--- src/hw/serial_port_defines.vh ---
`ifndef SERIAL_PORT_DEFINES_VH
`define SERIAL_PORT_DEFINES_VH

// ----------------------------------------------------------------
// register indices (byte address is four times the index)
// ----------------------------------------------------------------
`define P0_CONTROL_IDX 10'h080
`define P0_LINE_STATUS_IDX 10'h082
`define P0_TX_CHAR_IDX 10'h084
`define P0_RECEIVED_CHAR_IDX 10'h086
`define P0_RATE_DIVISOR_IDX 10'h088
`define P1_CONTROL_IDX 10'h010
`define P1_LINE_STATUS_IDX 10'h012
`define P1_TX_CHAR_IDX 10'h014
`define P1_RECEIVED_CHAR_IDX 10'h016
`define P1_RATE_DIVISOR_IDX 10'h018

// ----------------------------------------------------------------
// control fields
// ----------------------------------------------------------------
`define CTL_MODE_LSB 0
`define CTL_PARITY_ON 3
`define CTL_EVEN 4
`define CTL_RX_EN 5
`define CTL_TX_EN 6
`define CTL_FLOW 9
`define CTL_NINTH_TX 10
`define CTL_SEND_BREAK 11
`define CTL_RESET 16'h0000
`define DIVISOR_RESET 16'h0000

// ----------------------------------------------------------------
// status fields
// ----------------------------------------------------------------
`define STS_HS_IN 1
`define STS_TRANSMITTER_IDLE 2
`define STS_PER 3
`define STS_OER 4
`define STS_FER 5
`define STS_TX_HOLDING_EMPTY 6
`define STS_RDV 7
`define STS_RB8 8
`define STS_SHORT_BRK 9
`define STS_LONG_BRK 10

// ----------------------------------------------------------------
// frame modes and timing
// ----------------------------------------------------------------
`define MODE_ONE 3'h1
`define MODE_TWO 3'h2
`define MODE_THREE 3'h3
`define MODE_FOUR 3'h4
`define OVERSAMPLE 5'h10
`define MID_SAMPLE 4'h7
`define LAST_SAMPLE 4'hF

`endif

--- src/hw/serial_port.v ---
`timescale 1ns/1ps
`include "serial_port_defines.vh"

module serial_port #(
	parameter [9:0] CONTROL_IDX = `P0_CONTROL_IDX,
	parameter [9:0] STATUS_IDX = `P0_LINE_STATUS_IDX,
	parameter [9:0] TX_CHAR_IDX = `P0_TX_CHAR_IDX,
	parameter [9:0] RX_CHAR_IDX = `P0_RECEIVED_CHAR_IDX,
	parameter [9:0] DIVISOR_IDX = `P0_RATE_DIVISOR_IDX
)(
	input wire hclk, // bus clock
	input wire hresetn, // async reset, active low
	input wire hsel, // slave select
	input wire [31:0] haddr, // byte address
	input wire [1:0] htrans, // transfer type
	input wire hwrite, // write when high
	input wire [2:0] hsize, // transfer size
	input wire [31:0] hwdata, // write data
	input wire hready, // bus ready
	output reg hreadyout, // slave ready
	output reg [31:0] hrdata, // read data
	output reg hresp, // response, always okay
	input wire rxd, // serial receive line
	output reg txd, // serial transmit line
	input wire handshake_in, // clear-to-send style handshake input
	output reg receive_enable_handshake // high while receiver accepts data
);

	localparam RX_IDLE = 3'h0;
	localparam RX_START = 3'h1;
	localparam RX_DATA = 3'h2;
	localparam RX_PAR = 3'h3;
	localparam RX_STOP = 3'h4;
	localparam RX_BREAK = 3'h5;

	// ----------------------------------------------------------------
	// state
	// ----------------------------------------------------------------
	reg [15:0] control_reg;
	reg [15:0] divisor_reg;
	reg [15:0] div_cnt_reg;
	reg tick_reg;
	reg rxd_meta_reg, rxd_s_reg;
	reg hs_meta_reg, hs_s_reg;
	reg pend_reg, pend_write_reg;
	reg [9:0] pend_idx_reg;
	reg [7:0] hold_reg;
	reg hold_valid_reg;
	reg [11:0] tx_sh_reg;
	reg [3:0] tx_left_reg;
	reg [3:0] tx_cnt_reg;
	reg [2:0] rx_state_reg;
	reg [3:0] rx_cnt_reg;
	reg [3:0] rx_idx_reg;
	reg [8:0] rx_sh_reg;
	reg rx_par_reg;
	reg all_low_reg;
	reg [11:0] brk_cnt_reg;
	reg [7:0] rx_data_reg;
	reg rdv_reg, rb8_reg, fer_reg, oer_reg, per_reg;
	reg short_brk_reg, long_brk_reg;

	// ----------------------------------------------------------------
	// frame shape from mode and parity
	// ----------------------------------------------------------------
	wire [2:0] mode = control_reg[`CTL_MODE_LSB+2:`CTL_MODE_LSB];
	wire parity_on = control_reg[`CTL_PARITY_ON];
	wire flow_on = control_reg[`CTL_FLOW];
	wire ninth_tx_bit = control_reg[`CTL_NINTH_TX];
	wire mode_ok = (mode >= `MODE_ONE) && (mode <= `MODE_FOUR);
	reg [3:0] nd;
	reg np;
	always @*
	begin
		nd = 4'h8;
		np = 1'b0;
		case (mode)
			`MODE_ONE:
			begin
				nd = parity_on ? 4'h7 : 4'h8;
				np = parity_on;
			end
			`MODE_TWO:
				nd = 4'h9;
			`MODE_THREE:
			begin
				nd = parity_on ? 4'h8 : 4'h9;
				np = parity_on;
			end
			`MODE_FOUR:
			begin
				nd = 4'h7;
				np = 1'b0;
			end
			default:
			begin
				nd = 4'h8;
				np = 1'b0;
			end
		endcase
	end
	// m counts start, data, parity and stop bits
	wire [3:0] frame_m = nd + {3'h0, np} + 4'h2;
	wire [11:0] short_thr = {4'h0, frame_m, 4'h0};
	wire [11:0] long_thr = {3'h0, frame_m, 5'h00} + 12'h030;
	wire running = mode_ok && (divisor_reg != 16'h0000);
	wire rx_run = running && control_reg[`CTL_RX_EN];
	wire tx_run = running && control_reg[`CTL_TX_EN];

	// ----------------------------------------------------------------
	// bus decode: one wait state so read data comes from a flop
	// ----------------------------------------------------------------
	wire accept = hsel && htrans[1] && hready;
	wire do_acc = pend_reg;
	wire wr_ctl = do_acc && pend_write_reg && (pend_idx_reg == CONTROL_IDX);
	wire wr_sts = do_acc && pend_write_reg && (pend_idx_reg == STATUS_IDX);
	wire wr_tx = do_acc && pend_write_reg && (pend_idx_reg == TX_CHAR_IDX);
	wire wr_div = do_acc && pend_write_reg && (pend_idx_reg == DIVISOR_IDX);
	wire rd_rx = do_acc && !pend_write_reg && (pend_idx_reg == RX_CHAR_IDX);
	wire tx_holding_empty = !hold_valid_reg;
	wire transmitter_idle = !hold_valid_reg && (tx_left_reg == 4'h0);
	wire [15:0] status = {5'h00, long_brk_reg, short_brk_reg, rb8_reg,
		rdv_reg, tx_holding_empty, fer_reg, oer_reg, per_reg, transmitter_idle, hs_s_reg, 1'b0};
	reg [15:0] rd_word;
	always @*
	begin
		rd_word = 16'h0000;
		if (pend_idx_reg == CONTROL_IDX)
			rd_word = control_reg;
		else if (pend_idx_reg == STATUS_IDX)
			rd_word = status;
		else if (pend_idx_reg == RX_CHAR_IDX)
			rd_word = {8'h00, rx_data_reg};
		else if (pend_idx_reg == DIVISOR_IDX)
			rd_word = divisor_reg;
	end

	always @(posedge hclk or negedge hresetn)
	begin
		if (!hresetn)
		begin
			pend_reg <= 1'b0;
			pend_write_reg <= 1'b0;
			pend_idx_reg <= 10'h000;
			hreadyout <= 1'b1;
			hrdata <= 32'h00000000;
			hresp <= 1'b0;
		end
		else
		begin
			hresp <= 1'b0;
			pend_reg <= accept;
			hreadyout <= !accept;
			if (accept)
			begin
				pend_write_reg <= hwrite;
				pend_idx_reg <= haddr[11:2];
			end
			if (do_acc)
				hrdata <= pend_write_reg ? 32'h00000000 : {16'h0000, rd_word};
		end
	end

	// ----------------------------------------------------------------
	// configuration and input synchronisers
	// ----------------------------------------------------------------
	wire tx_done = tick_reg && (tx_cnt_reg == `LAST_SAMPLE) &&
		(tx_left_reg == 4'h1);
	always @(posedge hclk or negedge hresetn)
	begin
		if (!hresetn)
		begin
			control_reg <= `CTL_RESET;
			divisor_reg <= `DIVISOR_RESET;
			rxd_meta_reg <= 1'b1;
			rxd_s_reg <= 1'b1;
			hs_meta_reg <= 1'b0;
			hs_s_reg <= 1'b0;
		end
		else
		begin
			rxd_meta_reg <= rxd;
			rxd_s_reg <= rxd_meta_reg;
			hs_meta_reg <= handshake_in;
			hs_s_reg <= hs_meta_reg;
			if (wr_div)
				divisor_reg <= hwdata[15:0];
			// software's write wins over the automatic clear
			if (wr_ctl)
				control_reg <= hwdata[15:0];
			else if (tx_done)
				control_reg[`CTL_NINTH_TX] <= 1'b0;
		end
	end

	// ----------------------------------------------------------------
	// 16x sampling tick
	// ----------------------------------------------------------------
	always @(posedge hclk or negedge hresetn)
	begin
		if (!hresetn)
		begin
			div_cnt_reg <= 16'h0000;
			tick_reg <= 1'b0;
		end
		else if (divisor_reg == 16'h0000 || wr_div)
		begin
			div_cnt_reg <= 16'h0000;
			tick_reg <= 1'b0;
		end
		else if (div_cnt_reg >= divisor_reg - 16'h0001)
		begin
			div_cnt_reg <= 16'h0000;
			tick_reg <= 1'b1;
		end
		else
		begin
			div_cnt_reg <= div_cnt_reg + 16'h0001;
			tick_reg <= 1'b0;
		end
	end

	// ----------------------------------------------------------------
	// transmitter
	// ----------------------------------------------------------------
	wire [8:0] nd_mask = ~(9'h1FF << nd);
	wire [8:0] tx_data = {ninth_tx_bit, hold_reg} & nd_mask;
	wire tx_par = control_reg[`CTL_EVEN] ? ^tx_data : ~^tx_data;
	wire [11:0] tx_base = (12'hFFF << (nd + 4'h1)) | {2'b00, tx_data, 1'b0};
	wire [11:0] tx_frame = (np && !tx_par) ?
		(tx_base & ~(12'h001 << (nd + 4'h1))) : tx_base;
	// with flow control a low handshake input holds the next character
	wire tx_start = tx_run && hold_valid_reg && (tx_left_reg == 4'h0) &&
		(!flow_on || hs_s_reg);
	always @(posedge hclk or negedge hresetn)
	begin
		if (!hresetn)
		begin
			hold_reg <= 8'h00;
			hold_valid_reg <= 1'b0;
			tx_sh_reg <= 12'hFFF;
			tx_left_reg <= 4'h0;
			tx_cnt_reg <= 4'h0;
			txd <= 1'b1;
		end
		else
		begin
			// a write into a full holding register is dropped
			if (wr_tx && !hold_valid_reg)
			begin
				hold_reg <= hwdata[7:0];
				hold_valid_reg <= 1'b1;
			end
			else if (tx_start)
				hold_valid_reg <= 1'b0;
			if (tx_start)
			begin
				tx_sh_reg <= tx_frame;
				tx_left_reg <= frame_m;
				tx_cnt_reg <= 4'h0;
			end
			else if (!tx_run)
				tx_left_reg <= 4'h0;
			else if (tick_reg && tx_left_reg != 4'h0)
			begin
				tx_cnt_reg <= tx_cnt_reg + 4'h1;
				if (tx_cnt_reg == `LAST_SAMPLE)
				begin
					tx_sh_reg <= {1'b1, tx_sh_reg[11:1]};
					tx_left_reg <= tx_left_reg - 4'h1;
				end
			end
			if (control_reg[`CTL_SEND_BREAK])
				txd <= 1'b0;
			else
				txd <= (tx_left_reg != 4'h0) ? tx_sh_reg[0] : 1'b1;
		end
	end

	// ----------------------------------------------------------------
	// receiver: mid-bit sampling on the 16x tick
	// ----------------------------------------------------------------
	// sampling each bit at its centre leaves half a bit of drift over a
	// whole frame, enough for the tolerated rate error
	wire rx_mid = tick_reg && (rx_cnt_reg == `LAST_SAMPLE);
	wire [8:0] rx_word = rx_sh_reg;
	wire rx_exp_par = control_reg[`CTL_EVEN] ? ^rx_word : ~^rx_word;
	wire stop_now = (rx_state_reg == RX_STOP) && rx_mid;
	wire ninth_mode = (mode == `MODE_TWO) || (mode == `MODE_THREE);
	wire keep_char = !((mode == `MODE_TWO) && !rx_word[8]);
	wire deliver = stop_now && keep_char;
	wire par_chk = np && ((mode == `MODE_ONE) || (mode == `MODE_THREE));
	always @(posedge hclk or negedge hresetn)
	begin
		if (!hresetn)
		begin
			rx_state_reg <= RX_IDLE;
			rx_cnt_reg <= 4'h0;
			rx_idx_reg <= 4'h0;
			rx_sh_reg <= 9'h000;
			rx_par_reg <= 1'b0;
			all_low_reg <= 1'b0;
			brk_cnt_reg <= 12'h000;
		end
		else if (!rx_run)
		begin
			rx_state_reg <= RX_IDLE;
			brk_cnt_reg <= 12'h000;
		end
		else
		begin
			if (tick_reg)
			begin
				if (rxd_s_reg)
					brk_cnt_reg <= 12'h000;
				else if (stop_now && !all_low_reg)
					brk_cnt_reg <= 12'h000;
				else if (brk_cnt_reg != 12'hFFF)
					brk_cnt_reg <= brk_cnt_reg + 12'h001;
				rx_cnt_reg <= rx_cnt_reg + 4'h1;
			end
			case (rx_state_reg)
				RX_IDLE:
					if (!rxd_s_reg)
					begin
						rx_state_reg <= RX_START;
						rx_cnt_reg <= 4'h0;
					end
				RX_START:
					if (tick_reg && rx_cnt_reg == `MID_SAMPLE)
					begin
						rx_state_reg <= rxd_s_reg ? RX_IDLE : RX_DATA;
						rx_cnt_reg <= 4'h0;
						rx_idx_reg <= 4'h0;
						rx_sh_reg <= 9'h000;
						all_low_reg <= 1'b1;
					end
				RX_DATA:
					if (rx_mid)
					begin
						rx_sh_reg[rx_idx_reg] <= rxd_s_reg;
						all_low_reg <= all_low_reg && !rxd_s_reg;
						rx_idx_reg <= rx_idx_reg + 4'h1;
						if (rx_idx_reg == nd - 4'h1)
							rx_state_reg <= np ? RX_PAR : RX_STOP;
					end
				RX_PAR:
					if (rx_mid)
					begin
						rx_par_reg <= rxd_s_reg;
						all_low_reg <= all_low_reg && !rxd_s_reg;
						rx_state_reg <= RX_STOP;
					end
				RX_STOP:
					if (rx_mid)
						rx_state_reg <= rxd_s_reg ? RX_IDLE : RX_BREAK;
				RX_BREAK:
					if (rxd_s_reg)
						rx_state_reg <= RX_IDLE;
				default:
					rx_state_reg <= RX_IDLE;
			endcase
		end
	end

	// ----------------------------------------------------------------
	// receive data register and sticky status flags
	// ----------------------------------------------------------------
	// a flag set in the same cycle as a software clear stays set
	wire in_brk = (rx_state_reg == RX_BREAK);
	wire set_fer = stop_now && !rxd_s_reg;
	wire set_oer = deliver && rdv_reg && !rd_rx;
	wire set_per = deliver && par_chk && (rx_par_reg != rx_exp_par);
	wire set_rb8 = deliver && ninth_mode && (nd == 4'h9) && rx_word[8];
	wire set_short = in_brk && (brk_cnt_reg > short_thr);
	wire set_long = in_brk && (brk_cnt_reg > long_thr);
	always @(posedge hclk or negedge hresetn)
	begin
		if (!hresetn)
		begin
			rx_data_reg <= 8'h00;
			rdv_reg <= 1'b0;
			rb8_reg <= 1'b0;
			fer_reg <= 1'b0;
			oer_reg <= 1'b0;
			per_reg <= 1'b0;
			short_brk_reg <= 1'b0;
			long_brk_reg <= 1'b0;
			receive_enable_handshake <= 1'b1;
		end
		else
		begin
			if (deliver)
				rx_data_reg <= rx_word[7:0];
			if (deliver)
				rdv_reg <= 1'b1;
			else if (rd_rx)
				rdv_reg <= 1'b0;
			// writing zero clears a flag, writing one leaves it
			rb8_reg <= set_rb8 ||
				(rb8_reg && !(wr_sts && !hwdata[`STS_RB8]));
			fer_reg <= set_fer ||
				(fer_reg && !(wr_sts && !hwdata[`STS_FER]));
			oer_reg <= set_oer ||
				(oer_reg && !(wr_sts && !hwdata[`STS_OER]));
			per_reg <= set_per ||
				(per_reg && !(wr_sts && !hwdata[`STS_PER]));
			short_brk_reg <= set_short ||
				(short_brk_reg && !(wr_sts && !hwdata[`STS_SHORT_BRK]));
			long_brk_reg <= set_long ||
				(long_brk_reg && !(wr_sts && !hwdata[`STS_LONG_BRK]));
			// a delivery in the read cycle keeps data unread
			if (flow_on)
				receive_enable_handshake <=
					!((rdv_reg && !rd_rx) || deliver);
			else
				receive_enable_handshake <= 1'b1;
		end
	end

endmodule

--- config.mk ---
export PLATFORM = sky130hd
export DESIGN_NAME = serial_port
export DESIGN_NICKNAME = d
export VERILOG_FILES = /design/src/hw/serial_port.v
export VERILOG_INCLUDE_DIRS = /design/src /design/src/hw
export SDC_FILE = /design/constraint.sdc
export NUM_CORES = 1
export LEC_CHECK = 0
export CORE_AREA = 8 8 173 175
export DETAILED_ROUTE_END_ITERATION = 8
export DIE_AREA = 0 0 181 183
export DONT_BUFFER_PORTS = 1
export GPL_TIMING_DRIVEN = 0
export SKIP_CTS_REPAIR_TIMING = 1
export SYNTH_ARGS = -nofsm -noshare
export SYNTH_HDL_FRONTEND = slang
export SYNTH_SLANG_ARGS = --single-unit
--- constraint.sdc ---
create_clock -name hclk -period 4.4 [get_ports hclk]
set_clock_uncertainty 0.15 [all_clocks]
set_input_delay 0.88 -clock hclk [delete_from_list [all_inputs] [get_ports hclk]]
set_output_delay 0.88 -clock hclk [all_outputs]
set_load 0.05 [all_outputs]
### Word-level counts from Yosys, hierarchy flattened

Cells that the tools add are included.

* memories kept: 0
* latch bits: 0
* ROM bits: 0
* RAM bits: 0
* flip-flop bits (word level): 178

* equality and inequality tests: 36
* add/sub/neg operators: 12
* mux-type cells: 69
* reductions and logical operators: 115
* shifts and indexed selects: 3
* bitwise gates (word level): 5
* divide/modulo/power cells: 0
* order comparisons: 7
* $mul: 0

Operators by type and width (count)
* $mux 12: 10
* $mux 16: 7
* $logic_and 1x1->1: 54
* $mux 4: 13
* $eq 10x8->1 const B: 5
* $mux 3: 10
* $logic_not 1->1: 23
* $ne 3x3->1 const B: 7
* $mux 1: 18
* $mux 9: 2
* $pmux 3 s6: 1
* $pmux 9 s2: 1
* $reduce_xnor 9->1: 2
* $reduce_xor 9->1: 2
* $add 16x1->16 const B: 1
* $add 4x1->4 const B: 4
* $ge 16x16->1: 1
* $logic_not 16->1: 1
* $pmux 4 s2: 2
* $pmux 4 s4: 1
* $reduce_bool 16->1: 1
* $reduce_bool 2->1: 8
* $sub 16x1->16 const B: 1
* $add 12x1->12 const B: 1
* 44 further kinds: 71

### Depth between registers and ports, before layout

Gate-level depths: netlist of run 1.

* depth after elaboration: 11
* depth in mapped cells: 15
* mapped depth without buffers: 14

### Worst setup path before layout of run 1

No wires, ideal clock.

* path type: flip-flop to flip-flop
* start: register divisor_reg[3]
* end: register div_cnt_reg[14]
* arrival: 3222 ps
* setup time: 101 ps
* data required time: 4149 ps
* buffers on the path: 2
* setup slack: 927 ps
* stages on the path, launching flop included: 16
* cells stage by stage: dfrtp_1 buf_2 nor4_4 nand2b_1 nor3_1 nor3b_1 nand2b_1 nor2_1 xnor2_1 ha_1 a21o_1 a21o_1 a221oi_1 o21ai_1 clkbuf_1 nor4_1

* longest elaborated chain between the ends: 4

RTL lines
* from (decl): RTL line serial_port.v:40 `reg [15:0] divisor_reg;`
* from (signal assigned): RTL line serial_port.v:174 `` divisor_reg <= `DIVISOR_RESET; ``
* from (signal assigned): RTL line serial_port.v:187 `divisor_reg <= hwdata[15:0];`
* $sub 16x1->16: RTL line serial_port.v:211 `else if (div_cnt_reg >= divisor_reg - 16'h0001)`
* $ge 16x16->1: RTL line serial_port.v:211
* $mux 16: RTL line serial_port.v:211
* $mux 16 *: RTL line serial_port.v:206 `else if (divisor_reg == 16'h0000 || wr_div)`
* to (signal assigned): RTL line serial_port.v:218 `div_cnt_reg <= div_cnt_reg + 16'h0001;`
* to (decl): RTL line serial_port.v:41 `reg [15:0] div_cnt_reg;`

Every way passes the cells marked *; elsewhere a longest branch is shown, timed or not.
A chain may end at the register's enable or synchronous reset.

### Final worst setup path of run 1

* start: register divisor_reg[3]
* end: register div_cnt_reg[13]

Same word-level chain as after synthesis.

==> results of run 1 <==
## per-stage QoR
stage / area, um2 / setup WS [ns] / utilization, % / cells / hold WS (ns)
2_1_floorplan: 9397 / 0.9272 / - / 968 / 0.1812
3_3_place_gp: 9829 / 0.3785 / 35.97 / 1314 / 0.1845
3_5_place_dp: 9829 / 0.2622 / 35.97 / 1314 / 0.1968
4_1_cts: 10430 / 0.2575 / 38.19 / 1346 / -0.02411
5_1_grt: 10480 / 0.01875 / 38.34 / 1348 / 0.1108
6_report: 10480 / 0.3481 / 38.34 / 1348 / 0.1318
## layout make-up
cell class / instances / area, um2
inverters: 52 / 195.2
flip-flops and latches: 162 / 4075
clock buffers: 17 / 425.4
repair buffers: 2 / 37.54
plain buffers: 54 / 284.0
fillers: 2701 / 16850
well taps: 346 / 432.9
multi-input cells: 700 / 4847
clock inverters: 15 / 178.9
## layer usage
layer  vias up  track usage, %
met2       163           23.10
li1       3423               -
met1      3471           19.18
met4         0           4.592
met5         -               0
met3        26           3.364
## Yosys cell counts, types with 3 or more instances
cell / instances / area [um2]
nand3_1: 26 / 130.1
xnor2_1: 39 / 341.6
o21ai_1: 8 / 40.04
a22oi_1: 11 / 82.58
a21oi_1: 41 / 205.2
inv_1: 50 / 187.7
nand2b_1: 20 / 125.1
and3_1: 7 / 43.79
o22ai_1: 15 / 93.84
nand3b_1: 4 / 30.03
nand4_1: 12 / 75.07
buf_1: 3 / 11.26
o2111ai_1: 3 / 26.28
xor2_1: 24 / 210.2
or2_2: 4 / 25.02
mux2_2: 58 / 653.1
a21o_1: 12 / 90.09
nand2_1: 66 / 247.7
a211oi_1: 3 / 22.52
mux2i_1: 7 / 70.07
nor4_1: 25 / 156.4
o31ai_1: 7 / 52.55
nor2b_1: 16 / 100.1
nor3b_1: 7 / 52.55
or3_1: 9 / 56.30
a31oi_1: 7 / 43.79
o21ai_0: 65 / 325.3
nor3_1: 19 / 95.09
dfstp_2: 17 / 446.7
clkbuf_1: 24 / 90.09
a221oi_1: 4 / 35.03
dfrtp_1: 145 / 3628
ha_1: 50 / 625.6
nor2_1: 69 / 259.0
and4_1: 3 / 26.28
o211ai_1: 4 / 30.03
buf_4: 19 / 142.6
buf_2: 8 / 40.04
nor4b_1: 4 / 35.03
## worst register-to-register path, stage by stage (launching register included)
cell and delay [ns]:
dfrtp_1 0.36, buf_2 0.18, nor4_4 0.32, nand2b_1 0.15, nor3_1 0.27, nor3b_2 0.28, nand2b_1 0.10, nor2_1 0.12
xnor2_1 0.15, ha_1 0.27, a21o_1 0.18, a21o_1 0.17, a221oi_1 0.33, o21ai_1 0.29, clkbuf_1 0.30, nor4_1 0.33
## path summary, 6_finish.rpt
path,from,endpoint,slack [ns],cells past startpoint
setup / recovery,divisor_reg[3],div_cnt_reg[13],0.35,15
min in group hclk,hs_meta_reg,hs_s_reg,0.20,0
hold / removal,hresetn,hreadyout,0.13,0
max in group asynchronous,hresetn,control_reg[6],2.95,1
hold reg to reg,hs_meta_reg,hs_s_reg,0.20,0
setup reg to reg,divisor_reg[3],div_cnt_reg[13],0.35,15
## power breakdown
group / internal [W] / switching (W) / total [W]
clock network: 0.000816 / 0.000715 / 0.00153
logic: 0.000186 / 0.000317 / 0.000503
registers: 0.00156 / 0.0000732 / 0.00164
total: 0.00257 / 0.00110 / 0.00367
## cells in the final DEF (no fill, tap or decap), types with 24 or more instances in the layout
| cell | count |
|---|---|
| a21oi_1 | 41 |
| clkbuf_1 | 24 |
| dfrtp_1 | 145 |
| ha_1 | 50 |
| inv_1 | 50 |
| mux2_2 | 58 |
| nand2_1 | 66 |
| nand3_1 | 26 |
| nor2_1 | 69 |
| nor4_1 | 25 |
| o21ai_0 | 65 |
| xnor2_1 | 39 |
| xor2_1 | 24 |
## cells by family after synthesis
kind of cell / Yosys count
XOR/XNOR: 65
buffers and inverters: 106
other: 1
AND/OR/NAND/NOR: 309
adder cells (fa/ha/maj): 50
multiplexers: 65
flip-flops: 162
AO/OA/AOI/OAI: 194
==> impl_metrics.toml, run 1 <==
[sta]
final-setup-viol-count = 0
slew_headroom_pct = 45.38
tightestPinTransition_ns = 0.8175
finalSetupTns_ns = 0
min_period_over_period_pct = 92.09
hold_viol = 0
slew_viol_final = 0
fmax_mhz = 246.8
rsz0062_at_grt = "no"
fin_crit_ns = 4.052

[cts]
numCtsBuffers = 17
cts_tree = "done"
clkTransAtPathRegs_ns = 0.08
clock_sinks = 162
cts.path.max_buffers = 2
cts-root-buf = "clkbuf_16"
clk_latency_ns = 0.44
cts_htree_levels = 4

[hold_path]
hp-class = "in -> async"

[critical_path]
cp_max_fo = 10
crit_type = "reg -> reg"
end_kind = "flop"
slowest_delay_ns = 0.36
crit_slowest_cell = "dfrtp_1"
cp-start-kind = "flop"
cp_cell_sequence = "buf_2, nor4_4, nand2b_1, nor3_1, nor3b_2, nand2b_1, nor2_1, xnor2_1, ha_1, a21o_1, a21o_1, a221oi_1, o21ai_1, clkbuf_1, nor4_1"
cp_top_family = "simple AND/OR/NAND/NOR gates"
worstPathArrival_ns = 4.24
crit_buf_inv = 2
cp.required_ns = 4.59

[global_routing]
antenna_found_initial = 0
grt_max_degree = 163
grt_usage_pct = 14.45
grt_pass1_vias = 6910
grt_pass1_wl_mm = 38.21
grt_overflow_total = 0

[synthesis]
muxShareOfSynthArea_pct = 7.746
synth_xor_area_share_pct = 6.459
ys_warn_count = 0
syn_inst = 952
syn-mean-instance-area_um2 = 9.807
synth_top_family_by_area = "simple AND/OR/NAND/NOR gates"
synth_compound_area_share_pct = 12.56
synth-async-reset-ratio_pct = 100.0
syn_area_um2 = 9336
ys_types = 68
synth_edf_count = 0
synth_top_flop_cell = "dfrtp_1"
ys_ff_latch = 162
synth-adder-area-share_pct = 6.701
ys_seq_area_share_pct = 43.65
synthSimpleGateAreaFrac_pct = 17.72

[route]
drt_first_pass_iters = 5
drtAntennaViolNets = 0
met2_length_mm = 11.11
post_drt_wl_per_cell_um = 17.79
top_layer = "met4"
vias = 7083
wl_met3_mm = 1.260
routed_wl_mm = 23.98
met1Wirelength_mm = 11.26
vias_per_cell = 5.254
drc = 0
drtIter0Drc = 592

[floorplanning]
initial_core_util_pct = 34.17
num_rows = 61
core_area_um2 = 27320
ios = 112
die_x_um = 181
die_area_um2 = 33120
die_h_um = 183

[layout]
drive_above_1_share_pct = 15.87
diodes = 0
area_delta_synth_final_pct = 12.21
nets = 1115

[placement]
dp.final_hpwl_mm = 17.38
gp_congestion = 0.8796
portBuffers = 0

[run_status]
status = "finished, final reports clean"

[power]
powerDensity_nw_per_um2 = 350.4
p_leak_nw = 4.536
ir_drop_mv = 0.2523
total_power_w = 0.003671

[flow_run]
maxCapViolCount = 0
(Power assumes the default switching activity.)
==> run 2, diff against run 1 <==
ABC_AREA = 1   (was default)
CORE_AREA = 8 8 174 176   (was 8 8 173 175)
DIE_AREA = 0 0 182 184   (was 0 0 181 183)
==> run 2 against run 1 <==
Clock power about the same; power is 3.2% lower; non-clock buffer count decreased by 13; routed wire length up 3.9%; core utilization increased by 0.27 points; sequential share of layout area is 0.49 points lower; critical path type unchanged; combinational power is 31% lower; area after synthesis grew 1.3%; largest power group unchanged; first-iteration DRC count is 11% higher.
==> impl_metrics.toml, run 2 <==
[critical_path]
end_kind = "flop"
crit_cells = 20
rrSetupSlack_ns = 0.56
r2r_cells = 20
slowest_delay_ns = 0.46
crit_buf_inv = 4
cp.required_ns = 4.61
cp_max_fo = 10
reg2reg_to = "div_cnt_reg[13]"
cp_top_family = "simple AND/OR/NAND/NOR gates"
worst_path_most_repeated_cell = "nand3_1"
cp-start-kind = "flop"
worstPathArrival_ns = 4.05
r2r-start = "divisor_reg[2]"
crit_slowest_cell = "dfrtp_1"
cp_cell_sequence = "nor2_1, nand2_1, nor3_1, nand3_1, nor3_2, nand2_1, nor3_1, nand3_1, xor2_1, inv_1, ha_1, nand2_1, inv_1, nand3_1, inv_1, a21oi_1, nand3_1, a311o_2, buf_2, nor2_1"
crit_type = "reg -> reg"

[synthesis]
synth_top_area_share_pct = 38.35
synthSimpleGateAreaFrac_pct = 23.29
syn_area_um2 = 9462
ys_seq_area_share_pct = 43.07
ys_types = 51
synth_compound_area_share_pct = 14.35
muxShareOfSynthArea_pct = 0
synth_most_common_cell = "nand2_1"
synth-async-reset-ratio_pct = 100.0
synth_commonest_cells = "nand2_1 (224), inv_1 (148), dfrtp_1 (145), o21ai_0 (125), nor2_1 (113)"
synth_top_family_by_area = "simple AND/OR/NAND/NOR gates"
synth-adder-area-share_pct = 6.612
synth_top_flop_cell = "dfrtp_1"
syn-mean-instance-area_um2 = 7.998
syn_inst = 1183
synth_largest_area_cell = "dfrtp_1"
ys_ff_latch = 162
synth_edf_count = 0
yosys-top-cells-area = "dfrtp_1 (38%), nand2_1 (8.9%), ha_1 (6.6%)"
ys_warn_count = 0
synth_xor_area_share_pct = 3.888

[run_status]
status = "finished, final reports clean"

[layout]
area_delta_synth_final_pct = 12.13
stdcell_area_um2 = 10610
nets = 1346
final_cell_mix = "nand2_1 (224), inv_1 (148), dfrtp_1 (145), o21ai_0 (125), nor2_1 (113)"
diodes = 0
final_common_cell = "nand2_1"
drive_above_1_share_pct = 9.829

[sta]
min_period_over_period_pct = 87.21
final-setup-viol-count = 0
fmax_mhz = 260.6
whs_ns = 0.1314
finalSetupTns_ns = 0
slew_viol_final = 0
tightestPinTransition_ns = 0.7862
rsz0062_at_grt = "no"
hold_viol = 0
fin_crit_ns = 3.837
slew_headroom_pct = 47.18
fin_ws_ns = 0.5626

[power]
p_leak_nw = 5.127
powerDensity_nw_per_um2 = 335.2
ir_drop_mv = 0.2704
total_power_w = 0.003556

[cts]
clkTransAtPathRegs_ns = 0.07
clk_latency_ns = 0.43
cts_htree_levels = 4
cts-root-buf = "clkbuf_16"
cts_tree = "done"
clock_sinks = 162
cts.path.max_buffers = 2
numCtsBuffers = 17

[route]
vias = 7992
routed_wl_mm = 24.91
post_drt_wl_per_cell_um = 15.79
drtIter0Drc = 655
vias_per_cell = 5.068
drtAntennaViolNets = 0
drc = 0
drt_first_pass_iters = 7

[placement]
place_ws_ns = 0.5770
portBuffers = 0
placed_area_um2 = 9955
gp_congestion = 0.8482
dp.final_hpwl_mm = 18.40

[floorplanning]
die_x_um = 182
core_area_um2 = 27480
num_rows = 61
die_area_um2 = 33490
die_h_um = 184
ios = 112
initial_core_util_pct = 34.44

[global_routing]
grt_pass1_wl_mm = 40.01
grt_pass1_vias = 7610
grt_usage_pct = 14.90
grt_overflow_total = 0
antenna_found_initial = 0
grt_max_degree = 163

[flow_run]
maxCapViolCount = 0

[hold_path]
hp-class = "in -> async"
-- run 2: cell families after synthesis --
family | Yosys count
AO/OA/AOI/OAI | 242
adder cells (fa/ha/maj) | 50
buffers and inverters | 198
AND/OR/NAND/NOR | 488
XOR/XNOR | 42
flip-flops | 162
other | 1
-- run 2: where the power goes --
group	switching, W	internal (W)
clock network	0.000634	0.000922
logic	0.000233	0.000115
registers	0.0000912	0.00156
total	0.000958	0.00260
-- run 2: final cells by class --
type | instances | area, um2
Fill cell | 2803 | 16870
Multi-Input combinational cell | 839 | 4618
Sequential cell | 162 | 4075
Inverter | 157 | 589.3
Clock buffer | 19 | 452.9
Tap cell | 346 | 432.9
Buffer | 41 | 239.0
Clock inverter | 11 | 153.9
Timing Repair Buffer | 2 | 47.55
-- run 2: metal layers --
metal,GRT usage (%),up-vias,wire (um),share of wire (%)
li1,-,3939,-,-
met1,19.57,3799,11180,45
met2,23.71,227,11280,45
met3,4.427,27,2054,8.2
met4,3.772,0,395,1.6
met5,0,-,0,0
-- run 2: stage by stage --
step / util (%) / std cells
4_1_cts: 38.44 / 1575
5_1_grt: 38.61 / 1577
3_5_place_dp: 36.23 / 1545
3_3_place_gp: 36.23 / 1545
2_1_floorplan: - / 1199
6_report: 38.61 / 1577
-- run 2: worst max path at each step --
stage	to	start
2_1_floorplan	div_cnt_reg[10]	divisor_reg[2]
3_3_place_gp	div_cnt_reg[5]	divisor_reg[2]
3_5_place_dp	div_cnt_reg[12]	divisor_reg[2]
4_1_cts	div_cnt_reg[12]	divisor_reg[2]
5_1_grt	div_cnt_reg[13]	divisor_reg[2]
6_report	div_cnt_reg[13]	divisor_reg[2]
